==> config.mk <==
export PLATFORM = sky130hd
export DESIGN_NAME = timer01
export DESIGN_NICKNAME = d
export VERILOG_FILES = /design/src/core/timer01_pkg.sv /design/src/core/timer_tick_gen.sv /design/src/core/timer01.sv
export SDC_FILE = /design/constraint.sdc
export NUM_CORES = 1
export LEC_CHECK = 0
export BUFFER_PORTS_ARGS = -buffer_cell sky130_fd_sc_hd__buf_2
export CORE_ASPECT_RATIO = 1.75
export CORE_MARGIN = 2
export CORE_UTILIZATION = 60
export DETAILED_ROUTE_END_ITERATION = 8
export PLACE_DENSITY = 0.95
export SLEW_MARGIN = 15
export SYNTH_ARGS = -nofsm -noshare
export SYNTH_HDL_FRONTEND = slang
export SYNTH_SLANG_ARGS = --single-unit
==> constraint.sdc <==
create_clock -name clk -period 4.1 [get_ports clk]
set_clock_uncertainty 0.15 [all_clocks]
set_input_delay 0.615 -clock clk [delete_from_list [all_inputs] [get_ports clk]]
set_output_delay 0.615 -clock clk [all_outputs]
set_load 0.01 [all_outputs]
==> src/core/timer01_pkg.sv <==
// constants shared by the timer 0/1 block
package timer01_pkg;
  // operating modes (two mode bits, high then low)
  localparam logic [1:0] MODE_13BIT = 2'h0;
  localparam logic [1:0] MODE_16BIT = 2'h1;
  localparam logic [1:0] MODE_RELOAD = 2'h2;
  localparam logic [1:0] MODE_SPLIT = 2'h3;
  // prescaler select codes
  localparam logic [1:0] PRESC_DIV1 = 2'h0;
  localparam logic [1:0] PRESC_DIV2 = 2'h1;
  localparam logic [1:0] PRESC_DIV4 = 2'h2;
  localparam logic [1:0] PRESC_DIV8 = 2'h3;
  // register byte offsets
  localparam logic [7:0] OFS_CTRL = 8'h00;
  localparam logic [7:0] OFS_PRESC = 8'h04;
  localparam logic [7:0] OFS_T0_COUNT = 8'h08;
  localparam logic [7:0] OFS_T1_COUNT = 8'h0c;
  localparam logic [7:0] OFS_STATUS = 8'h10;
  localparam logic [7:0] OFS_MASK = 8'h14;
  // control register fields
  localparam int CTRL_T0_MODE_LO = 0;
  localparam int CTRL_T0_SRC = 2;
  localparam int CTRL_T0_GATE = 3;
  localparam int CTRL_T0_RUN = 4;
  localparam int CTRL_T1_MODE_LO = 8;
  localparam int CTRL_T1_SRC = 10;
  localparam int CTRL_T1_GATE = 11;
  localparam int CTRL_T1_RUN = 12;
  // prescale register fields
  localparam int PRESC_T0_LO = 0;
  localparam int PRESC_T1_LO = 2;
  // count register fields
  localparam int COUNT_LOW_LO = 0;
  localparam int COUNT_HIGH_LO = 8;
  // status and mask fields
  localparam int STAT_T0_OVF = 0;
  localparam int STAT_T1_OVF = 1;
  // reset values
  localparam logic [1:0] RST_PRESC = PRESC_DIV2;
  localparam logic [1:0] RST_MODE = MODE_13BIT;
  localparam logic [7:0] RST_COUNT = 8'h00;
  localparam logic [1:0] RST_FLAGS = 2'h0;
endpackage

==> src/core/timer_tick_gen.sv <==
// per-timer prescaler and count-source select
`timescale 1ns/1ps
`default_nettype none
module timer_tick_gen
  import timer01_pkg::*;
#(
  parameter int DIV_W = 3
)(
  // clock and reset
  input wire logic clk,
  input wire logic rst,
  // configuration
  input wire logic [1:0] presc_sel,
  input wire logic src_pin,
  // external count pin, synchronous to clk
  input wire logic count_pin,
  // ticks
  output logic int_tick,
  output logic sel_tick
);
  logic [DIV_W-1:0] div_ff;
  logic [DIV_W-1:0] nxt_div;
  logic pin_prev_ff;
  logic nxt_pin_prev;
  logic [DIV_W-1:0] div_mask;

  always_comb
  begin
    unique case (presc_sel)
      PRESC_DIV1: div_mask = DIV_W'(0);
      PRESC_DIV2: div_mask = DIV_W'(1);
      PRESC_DIV4: div_mask = DIV_W'(3);
      PRESC_DIV8: div_mask = DIV_W'(7);
    endcase
    nxt_div = div_ff + DIV_W'(1);
    nxt_pin_prev = count_pin;
    // free-running divider: a ratio change takes effect within one period
    int_tick = (div_ff & div_mask) == DIV_W'(0); // RULE15
    // external events count on a falling edge of the pin
    sel_tick = src_pin ? (pin_prev_ff & ~count_pin) : int_tick; // RULE14
  end

  always_ff @(posedge clk)
  begin
    if (rst)
    begin
      div_ff <= '0;
      pin_prev_ff <= 1'b0;
    end
    else
    begin
      div_ff <= nxt_div;
      pin_prev_ff <= nxt_pin_prev;
    end
  end
endmodule
`default_nettype wire

==> src/core/timer01.sv <==
// timer/counter 0 and 1 with APB registers, overflow interrupt and baud tick
// Behaviour
// RULE1 - mode 1 counts through all sixteen bits of high and low byte
// RULE2 - mode 2 runs only the low byte as an 8-bit reloading counter
// RULE3 - mode 2 low byte overflow sets flag and reloads low from high
// RULE4 - mode 2 reload leaves the high byte untouched
// RULE5 - timer 1 in mode 3 holds its count, like run bit cleared
// RULE6 - timer 0 in mode 3 splits into two separate 8-bit counters
// RULE7 - timer 0 split low byte uses timer 0 source, gate, run, flag
// RULE8 - timer 0 split high byte: timer only, timer 1 run and flag
// RULE9 - timer 1 interrupt comes from timer 0 high byte while split
// RULE10 - while split, timer 1 stops in mode 3, restarts in others
// RULE11 - while split, timer 1 still feeds baud tick, no interrupt
// RULE12 - mode 0 is 13 bits: high byte plus low five bits, wrap flags
// RULE13 - counting passes only if run and (gate off or gate pin high)
// RULE14 - source select picks pin edges when set, prescaled clock when clear
// RULE15 - two-bit prescaler gives 1:1, 1:2, 1:4, 1:8; 1:2 after reset
// RULE16 - split high byte ignores source and gate, counts when timer 1 runs
//
// The implementer's own choices: the placing of the registers and the APB interface to the registers.
`timescale 1ns/1ps
`default_nettype none
module timer01
  import timer01_pkg::*;
#(
  parameter int ADDR_W = 8
)(
  // clock and reset
  input wire logic clk,
  input wire logic rst,
  // apb slave
  input wire logic psel,
  input wire logic penable,
  input wire logic pwrite,
  input wire logic [ADDR_W-1:0] paddr,
  input wire logic [31:0] pwdata,
  output logic [31:0] prdata,
  output logic pready,
  output logic pslverr,
  // external pins, synchronous to clk
  input wire logic t0_count_pin,
  input wire logic t1_count_pin,
  input wire logic external_pin0_qualifier,
  input wire logic external_pin1_qualifier,
  // outputs
  output logic irq,
  output logic t1_baud_tick
);
  logic [1:0] t0_mode_ff, t1_mode_ff, nxt_t0_mode, nxt_t1_mode;
  logic t0_src_ff, t1_src_ff, nxt_t0_src, nxt_t1_src;
  logic t0_gate_ff, t1_gate_ff, nxt_t0_gate, nxt_t1_gate;
  logic t0_run_bit, t1_run_bit, nxt_t0_run, nxt_t1_run;
  logic [1:0] t0_prescale_ff, t1_prescale_ff, nxt_t0_prescale, nxt_t1_prescale;
  logic [7:0] t0_low_count, t0_high_count, t1_low_count, t1_high_count;
  logic [7:0] nxt_t0_low, nxt_t0_high, nxt_t1_low, nxt_t1_high;
  logic t0_overflow_flag, t1_overflow_flag, nxt_t0_flag, nxt_t1_flag;
  logic [1:0] mask_ff, nxt_mask;
  logic [31:0] prdata_ff, nxt_prdata;
  logic baud_ff, nxt_baud;
  logic t0_int_tick, t0_sel_tick, t1_sel_tick;
  logic access, setup, addr_ok, wr;
  logic wr_ctrl, wr_presc, wr_t0, wr_t1, wr_stat, wr_mask;
  logic t0_split, t0_en, t1_en, t0_tick, t1_tick, t0h_tick;
  logic t0_ovf, t0h_ovf, t1_ovf;
  logic [16:0] t0_step, t1_step;
  logic [1:0] clr_bits;

  timer_tick_gen u_tick0 (
    .clk(clk),
    .rst(rst),
    .presc_sel(t0_prescale_ff),
    .src_pin(t0_src_ff),
    .count_pin(t0_count_pin),
    .int_tick(t0_int_tick),
    .sel_tick(t0_sel_tick)
  );

  timer_tick_gen u_tick1 (
    .clk(clk),
    .rst(rst),
    .presc_sel(t1_prescale_ff),
    .src_pin(t1_src_ff),
    .count_pin(t1_count_pin),
    .int_tick(),
    .sel_tick(t1_sel_tick)
  );

  // one increment of a timer in a non-split mode: {overflow, high, low}
  function automatic logic [16:0] step(input logic [1:0] m, input logic [7:0] hi, input logic [7:0] lo);
    logic [12:0] s13;
    logic [15:0] s16;
    logic [16:0] r;
    s13 = {hi, lo[4:0]} + 13'h0001;
    s16 = {hi, lo} + 16'h0001;
    unique case (m)
      MODE_13BIT: r = {&{hi, lo[4:0]}, s13[12:5], lo[7:5], s13[4:0]}; // RULE12
      MODE_16BIT: r = {&{hi, lo}, s16}; // RULE1
      MODE_RELOAD: r = {&lo, hi, (&lo) ? hi : lo + 8'h01}; // RULE2 RULE3 RULE4
      MODE_SPLIT: r = {1'b0, hi, lo};
    endcase
    return r;
  endfunction

  always_comb
  begin
    setup = psel & ~penable;
    access = psel & penable;
    addr_ok = (paddr == OFS_CTRL) | (paddr == OFS_PRESC) | (paddr == OFS_T0_COUNT) |
              (paddr == OFS_T1_COUNT) | (paddr == OFS_STATUS) | (paddr == OFS_MASK);
    pready = access;
    pslverr = access & ~addr_ok;
    prdata = prdata_ff;
    wr = access & pwrite;
    wr_ctrl = wr & (paddr == OFS_CTRL);
    wr_presc = wr & (paddr == OFS_PRESC);
    wr_t0 = wr & (paddr == OFS_T0_COUNT);
    wr_t1 = wr & (paddr == OFS_T1_COUNT);
    wr_stat = wr & (paddr == OFS_STATUS);
    wr_mask = wr & (paddr == OFS_MASK);
    // read data is captured in the setup cycle so it leaves a flip-flop
    nxt_prdata = prdata_ff;
    if (setup & ~pwrite)
    begin
      nxt_prdata = 32'h0000_0000;
      if (paddr == OFS_CTRL)
      begin
        nxt_prdata[CTRL_T0_MODE_LO +: 2] = t0_mode_ff;
        nxt_prdata[CTRL_T0_SRC] = t0_src_ff;
        nxt_prdata[CTRL_T0_GATE] = t0_gate_ff;
        nxt_prdata[CTRL_T0_RUN] = t0_run_bit;
        nxt_prdata[CTRL_T1_MODE_LO +: 2] = t1_mode_ff;
        nxt_prdata[CTRL_T1_SRC] = t1_src_ff;
        nxt_prdata[CTRL_T1_GATE] = t1_gate_ff;
        nxt_prdata[CTRL_T1_RUN] = t1_run_bit;
      end
      if (paddr == OFS_PRESC)
      begin
        nxt_prdata[PRESC_T0_LO +: 2] = t0_prescale_ff;
        nxt_prdata[PRESC_T1_LO +: 2] = t1_prescale_ff;
      end
      if (paddr == OFS_T0_COUNT)
        nxt_prdata[15:0] = {t0_high_count, t0_low_count};
      if (paddr == OFS_T1_COUNT)
        nxt_prdata[15:0] = {t1_high_count, t1_low_count};
      if (paddr == OFS_STATUS)
      begin
        nxt_prdata[STAT_T0_OVF] = t0_overflow_flag;
        nxt_prdata[STAT_T1_OVF] = t1_overflow_flag;
      end
      if (paddr == OFS_MASK)
        nxt_prdata[1:0] = mask_ff;
    end
  end

  always_comb
  begin
    nxt_t0_mode = t0_mode_ff;
    nxt_t1_mode = t1_mode_ff;
    nxt_t0_src = t0_src_ff;
    nxt_t1_src = t1_src_ff;
    nxt_t0_gate = t0_gate_ff;
    nxt_t1_gate = t1_gate_ff;
    nxt_t0_run = t0_run_bit;
    nxt_t1_run = t1_run_bit;
    nxt_t0_prescale = t0_prescale_ff;
    nxt_t1_prescale = t1_prescale_ff;
    nxt_mask = mask_ff;
    if (wr_ctrl)
    begin
      nxt_t0_mode = pwdata[CTRL_T0_MODE_LO +: 2];
      nxt_t0_src = pwdata[CTRL_T0_SRC];
      nxt_t0_gate = pwdata[CTRL_T0_GATE];
      nxt_t0_run = pwdata[CTRL_T0_RUN];
      nxt_t1_mode = pwdata[CTRL_T1_MODE_LO +: 2];
      nxt_t1_src = pwdata[CTRL_T1_SRC];
      nxt_t1_gate = pwdata[CTRL_T1_GATE];
      nxt_t1_run = pwdata[CTRL_T1_RUN];
    end
    if (wr_presc)
    begin
      nxt_t0_prescale = pwdata[PRESC_T0_LO +: 2];
      nxt_t1_prescale = pwdata[PRESC_T1_LO +: 2];
    end
    if (wr_mask)
      nxt_mask = pwdata[1:0];
  end

  always_comb
  begin
    t0_split = t0_mode_ff == MODE_SPLIT; // RULE6
    t0_en = t0_run_bit & (~t0_gate_ff | external_pin0_qualifier); // RULE13 RULE7
    t0_tick = t0_en & t0_sel_tick;
    // split high byte borrows timer 1's run bit, always on internal clock
    t0h_tick = t0_split & t1_run_bit & t0_int_tick; // RULE8 RULE16
    // while timer 0 is split its high byte owns timer 1's run bit, so timer 1
    // runs on mode alone and is stopped only by its own mode 3
    t1_en = t0_split ? 1'b1 : t1_run_bit & (~t1_gate_ff | external_pin1_qualifier); // RULE10 RULE13
    t1_tick = (t1_mode_ff != MODE_SPLIT) & t1_en & t1_sel_tick; // RULE5
    t0_step = step(t0_mode_ff, t0_high_count, t0_low_count);
    t1_step = step(t1_mode_ff, t1_high_count, t1_low_count);
    nxt_t0_low = t0_low_count;
    nxt_t0_high = t0_high_count;
    nxt_t1_low = t1_low_count;
    nxt_t1_high = t1_high_count;
    t0_ovf = 1'b0;
    t0h_ovf = 1'b0;
    t1_ovf = 1'b0;
    if (t0_split)
    begin
      if (t0_tick)
      begin
        nxt_t0_low = t0_low_count + 8'h01; // RULE7
        t0_ovf = &t0_low_count;
      end
      if (t0h_tick)
      begin
        nxt_t0_high = t0_high_count + 8'h01; // RULE8
        t0h_ovf = &t0_high_count;
      end
    end
    else if (t0_tick)
    begin
      {t0_ovf, nxt_t0_high, nxt_t0_low} = t0_step;
    end
    if (t1_tick)
    begin
      {t1_ovf, nxt_t1_high, nxt_t1_low} = t1_step;
    end
    // a software load wins over a count in the same cycle
    if (wr_t0)
    begin
      nxt_t0_low = pwdata[COUNT_LOW_LO +: 8];
      nxt_t0_high = pwdata[COUNT_HIGH_LO +: 8];
    end
    if (wr_t1)
    begin
      nxt_t1_low = pwdata[COUNT_LOW_LO +: 8];
      nxt_t1_high = pwdata[COUNT_HIGH_LO +: 8];
    end
    clr_bits = wr_stat ? pwdata[1:0] : 2'h0;
    // set wins over a write-one clear in the same cycle
    nxt_t0_flag = t0_ovf | (t0_overflow_flag & ~clr_bits[STAT_T0_OVF]);
    nxt_t1_flag = (t0_split ? t0h_ovf : t1_ovf) | (t1_overflow_flag & ~clr_bits[STAT_T1_OVF]); // RULE9 RULE11
    nxt_baud = t1_ovf; // RULE11
    irq = |({t1_overflow_flag, t0_overflow_flag} & mask_ff);
    t1_baud_tick = baud_ff;
  end

  always_ff @(posedge clk)
  begin
    if (rst)
    begin
      t0_mode_ff <= RST_MODE;
      t1_mode_ff <= RST_MODE;
      t0_src_ff <= 1'b0;
      t1_src_ff <= 1'b0;
      t0_gate_ff <= 1'b0;
      t1_gate_ff <= 1'b0;
      t0_run_bit <= 1'b0;
      t1_run_bit <= 1'b0;
      t0_prescale_ff <= RST_PRESC; // RULE15
      t1_prescale_ff <= RST_PRESC;
      t0_low_count <= RST_COUNT;
      t0_high_count <= RST_COUNT;
      t1_low_count <= RST_COUNT;
      t1_high_count <= RST_COUNT;
      t0_overflow_flag <= 1'b0;
      t1_overflow_flag <= 1'b0;
      mask_ff <= RST_FLAGS;
      prdata_ff <= 32'h0000_0000;
      baud_ff <= 1'b0;
    end
    else
    begin
      t0_mode_ff <= nxt_t0_mode;
      t1_mode_ff <= nxt_t1_mode;
      t0_src_ff <= nxt_t0_src;
      t1_src_ff <= nxt_t1_src;
      t0_gate_ff <= nxt_t0_gate;
      t1_gate_ff <= nxt_t1_gate;
      t0_run_bit <= nxt_t0_run;
      t1_run_bit <= nxt_t1_run;
      t0_prescale_ff <= nxt_t0_prescale;
      t1_prescale_ff <= nxt_t1_prescale;
      t0_low_count <= nxt_t0_low;
      t0_high_count <= nxt_t0_high;
      t1_low_count <= nxt_t1_low;
      t1_high_count <= nxt_t1_high;
      t0_overflow_flag <= nxt_t0_flag;
      t1_overflow_flag <= nxt_t1_flag;
      mask_ff <= nxt_mask;
      prdata_ff <= nxt_prdata;
      baud_ff <= nxt_baud;
    end
  end

  // quiet cycle: no register write of any kind
  logic quiet;
  assign quiet = ~wr;
endmodule
`default_nettype wire

==> flow_metrics.env <==
export IMPL_yosys_area_share_adder=0.0228
export IMPL_internal_power_w=0.00138
export IMPL_viasPerCell=6.98
export IMPL_cts_setup_buffers=0
export IMPL_synthXorXnorAreaFrac=0.0372
export IMPL_timing_hold_ws_ps=319
export IMPL_worst_pin_slew_ps=952
export IMPL_area_delta_synth_final_pct=10.0
export IMPL_first_pass_iters=6
export IMPL_die_w_um=72.7
export IMPL_multiInputGateArea_mm2=0.00315
export IMPL_power_frac_comb=0.058
export IMPL_grt_pass1_vias=4848
export IMPL_max_stage_delay_ps=710
export IMPL_endpoint_kind="register"
export IMPL_start_util=0.621
export IMPL_rr_worst_depth=6
export IMPL_whs_path_depth=1
export IMPL_hpwl_um=11700
export IMPL_placed_cells_incl_taps=733
export IMPL_yosysSeqAreaShare=0.303
export IMPL_synthTopCellsByCount="nor2_1, dfxtp_1, nand2_1, a21oi_1, o21ai_0"
export IMPL_nets=712
export IMPL_synth_top_family_by_area="simple AND/OR/NAND/NOR gates"
export IMPL_cts_buffer_depth=2
export IMPL_ant_nets=0
export IMPL_synth_cell_type_count=71
export IMPL_vias=5228
export IMPL_core_mm2=0.00796
export IMPL_cts_sinks=75
export IMPL_fin_crit_sh=0.738
export IMPL_routabilityCongestion=1.10
export IMPL_cp_required_ps=4150
export IMPL_synth_seq_cells=75
export IMPL_min_from="u_tick0.div_ff[0]"
export IMPL_cts_buffers=9
export IMPL_synth_edf_count=0
export IMPL_num_rows=43
export IMPL_synth_area_mux_share=0.0726
export IMPL_power_density_mw_per_mm2=325
export IMPL_r2r_end="t0_low_count[5]"
export IMPL_yosysTopAreaCell="dfxtp_1"
export IMPL_crit_family="compound AO/OA/AOI/OAI gates"
export IMPL_die_y_um=124
export IMPL_root_buffer="clkbuf_16"
export IMPL_drive_above_1_share=0.149
export IMPL_syn_area_mm2=0.00495
export IMPL_hold_buffers=0
export IMPL_power_w=0.00177
export IMPL_start_kind="register"
export IMPL_cap_violations=0
export IMPL_grt_pass1_wl_um=24500
export IMPL_pwr_share_seq=0.422
export IMPL_tns_ps=0
export IMPL_synthDominantCellAreaShare=0.303
export IMPL_avgRoutedWirePerCell_um=21.4
export IMPL_synth_cells=630
export IMPL_die_area_mm2=0.00902
export IMPL_wirelength_um=16000
export IMPL_synth_compound_area_share=0.236
export IMPL_antenna_found_initial=0
export IMPL_status="complete, no violations"
export IMPL_critical_path_arrival_ps=3070
export IMPL_hold_path_end="u_tick0.div_ff[0]"
export IMPL_ioPinCount=85
export IMPL_layout_min_cycle_time_ps=3030
export IMPL_async_flop_share=0
export IMPL_drcViolationCount=0
export IMPL_max_freq_ghz=0.330
export IMPL_cts_tree="yes"
export IMPL_regArea_mm2=0.00150
export IMPL_port_buffers=52
export IMPL_clk_pin_slew_ps=60
export IMPL_p_switching_w=0.000390
export IMPL_synth_simple_area_share=0.255
export IMPL_hp_class="register to register"
export IMPL_cts_resized=0
export IMPL_n_antenna_cell=0
export IMPL_crit_cells=6
export IMPL_path_max_fanout=14
export IMPL_power_leakage_nw=2.00
export IMPL_finalNonFillerCells=749
export IMPL_ys_flop_type="dfxtp_1"
export IMPL_path_cells="ha_1, inv_1, a211oi_1, nand2_1, a221oi_1, nor4_1"
export IMPL_h_tree_depth=3
export IMPL_rsz0062_at_grt="no"
export IMPL_slowest_stage="a211oi_1"
export IMPL_yosysMostFrequentCell="nor2_1"
export IMPL_maxSlewViolCount=0
export IMPL_clock_latency_ps=350
export IMPL_power_switching_share=0.220
export IMPL_reg2reg_slack_ps=1070
export IMPL_synth_area_top_cells="dfxtp_1, nor2_1, nand2_1, a21oi_1, mux2i_1"
export IMPL_peakVddDrop_mv=0.209
export IMPL_p_clk_frac=0.519
export IMPL_overflow=0
export IMPL_grt_usage=0.358
export IMPL_hold_viol=0
export IMPL_setup_violations=0
export IMPL_crit_type="register to register"
export IMPL_fill_cells=611
export IMPL_relSlewSlack=0.361
export IMPL_first_iter_violations=593
export IMPL_syn_mean_instance_area_um2=7.85
export IMPL_grt_max_degree=67
export IMPL_r2r_start="t0_mode_ff[0]"
export IMPL_crit_buf_inv=1
export IMPL_ys_warn_count=0
==> sequential cells by signal, summed over array words and instances (netlist names), 2 cells and up <==
signal,count
mask_ff,2
t1_low_count,8
u_tick0.div_ff,3
t1_high_count,8
prdata,16
t1_prescale_ff,2
u_tick1.div_ff,3
t0_low_count,8
t0_mode_ff,2
t1_mode_ff,2
t0_prescale_ff,2
t0_high_count,8
==> final cells by class <==
| type | instances | share of cell area |
|---|---|---|
| Multi-Input combinational cell | 497 | 0.578 |
| Sequential cell | 75 | 0.276 |
| Timing Repair Buffer | 55 | 0.0519 |
| Clock buffer | 11 | 0.0446 |
| Tap cell | 90 | 0.0207 |
| Clock inverter | 5 | 0.0184 |
| Inverter | 16 | 0.0110 |
==> through the flow <==
step                      instance area [µm²]   util  setup WS, ps
after floorplan                          5000      -          1510
after global placement                   5100  0.641          1180
after detailed placement                 5100  0.641          1100
after CTS                                5450  0.684          1220
after global routing                     5450  0.684          1060
final                                    5450  0.684          1070
==> how the worst max path moves through the flow <==
stage / to / from
3_5_place_dp: t0_mode_ff[0] / paddr[7]
6_report: t0_low_count[5] / t0_mode_ff[0]
4_1_cts: pslverr / paddr[7]
3_3_place_gp: t0_run_bit / paddr[7]
5_1_grt: t0_low_count[5] / t0_mode_ff[0]
2_1_floorplan: t1_low_count[1] / paddr[7]
==> cell families (layout without fill, tap and decap cells) <==
logic type | count (synthesis) | after routing
simple gates | 252 | 252
fa+ha+maj | 9 | 9
xor+xnor | 21 | 21
buf+inv | 73 | 87
flops | 75 | 75
compound gates | 169 | 169
other cells | 1 | 16
mux | 30 | 30
==> power groups by stage <==
| stage | Clock (W) | Sequential (W) | Combinational (W) |
|---|---|---|---|
| after floorplan | 0 | 0.000759 | 0.0000754 |
| after global placement | 0 | 0.000763 | 0.0000973 |
| after detailed placement | 0 | 0.000764 | 0.0000998 |
| after CTS | 0.000920 | 0.000748 | 0.000101 |
| after global routing | 0.000949 | 0.000749 | 0.000111 |
| final | 0.000920 | 0.000748 | 0.000103 |
==> placed cells by master (no fill, tap or decap), drive strengths merged, types with 4 or more instances in the layout <==
master,n
and2,5
nor3,12
a22oi,19
nand4,7
ha,9
clkbuf,11
o221ai,4
nand2,60
nor2,80
nor4,7
o21ai,35
xnor2,14
o31ai,6
nand3,28
and3,12
and4,7
a41oi,6
xor2,7
a211oi,7
inv,15
o2111ai,5
a31oi,9
nor2b,9
mux2i,19
conb,16
buf,55
mux4,4
mux2,7
o211ai,10
nand2b,8
dfxtp,75
or3,5
a21oi,38
==> layer usage <==
metal | share of wire | track usage | vias up | wire length (µm)
met5 | 0 | 0 | - | 0
met4 | 0.082 | 0.299 | 0 | 1320
met3 | 0.082 | 0.0599 | 115 | 1310
met2 | 0.50 | 0.595 | 416 | 7980
met1 | 0.34 | 0.387 | 2364 | 5430
li1 | - | - | 2333 | -
Power figures use the tool's default switching activity.
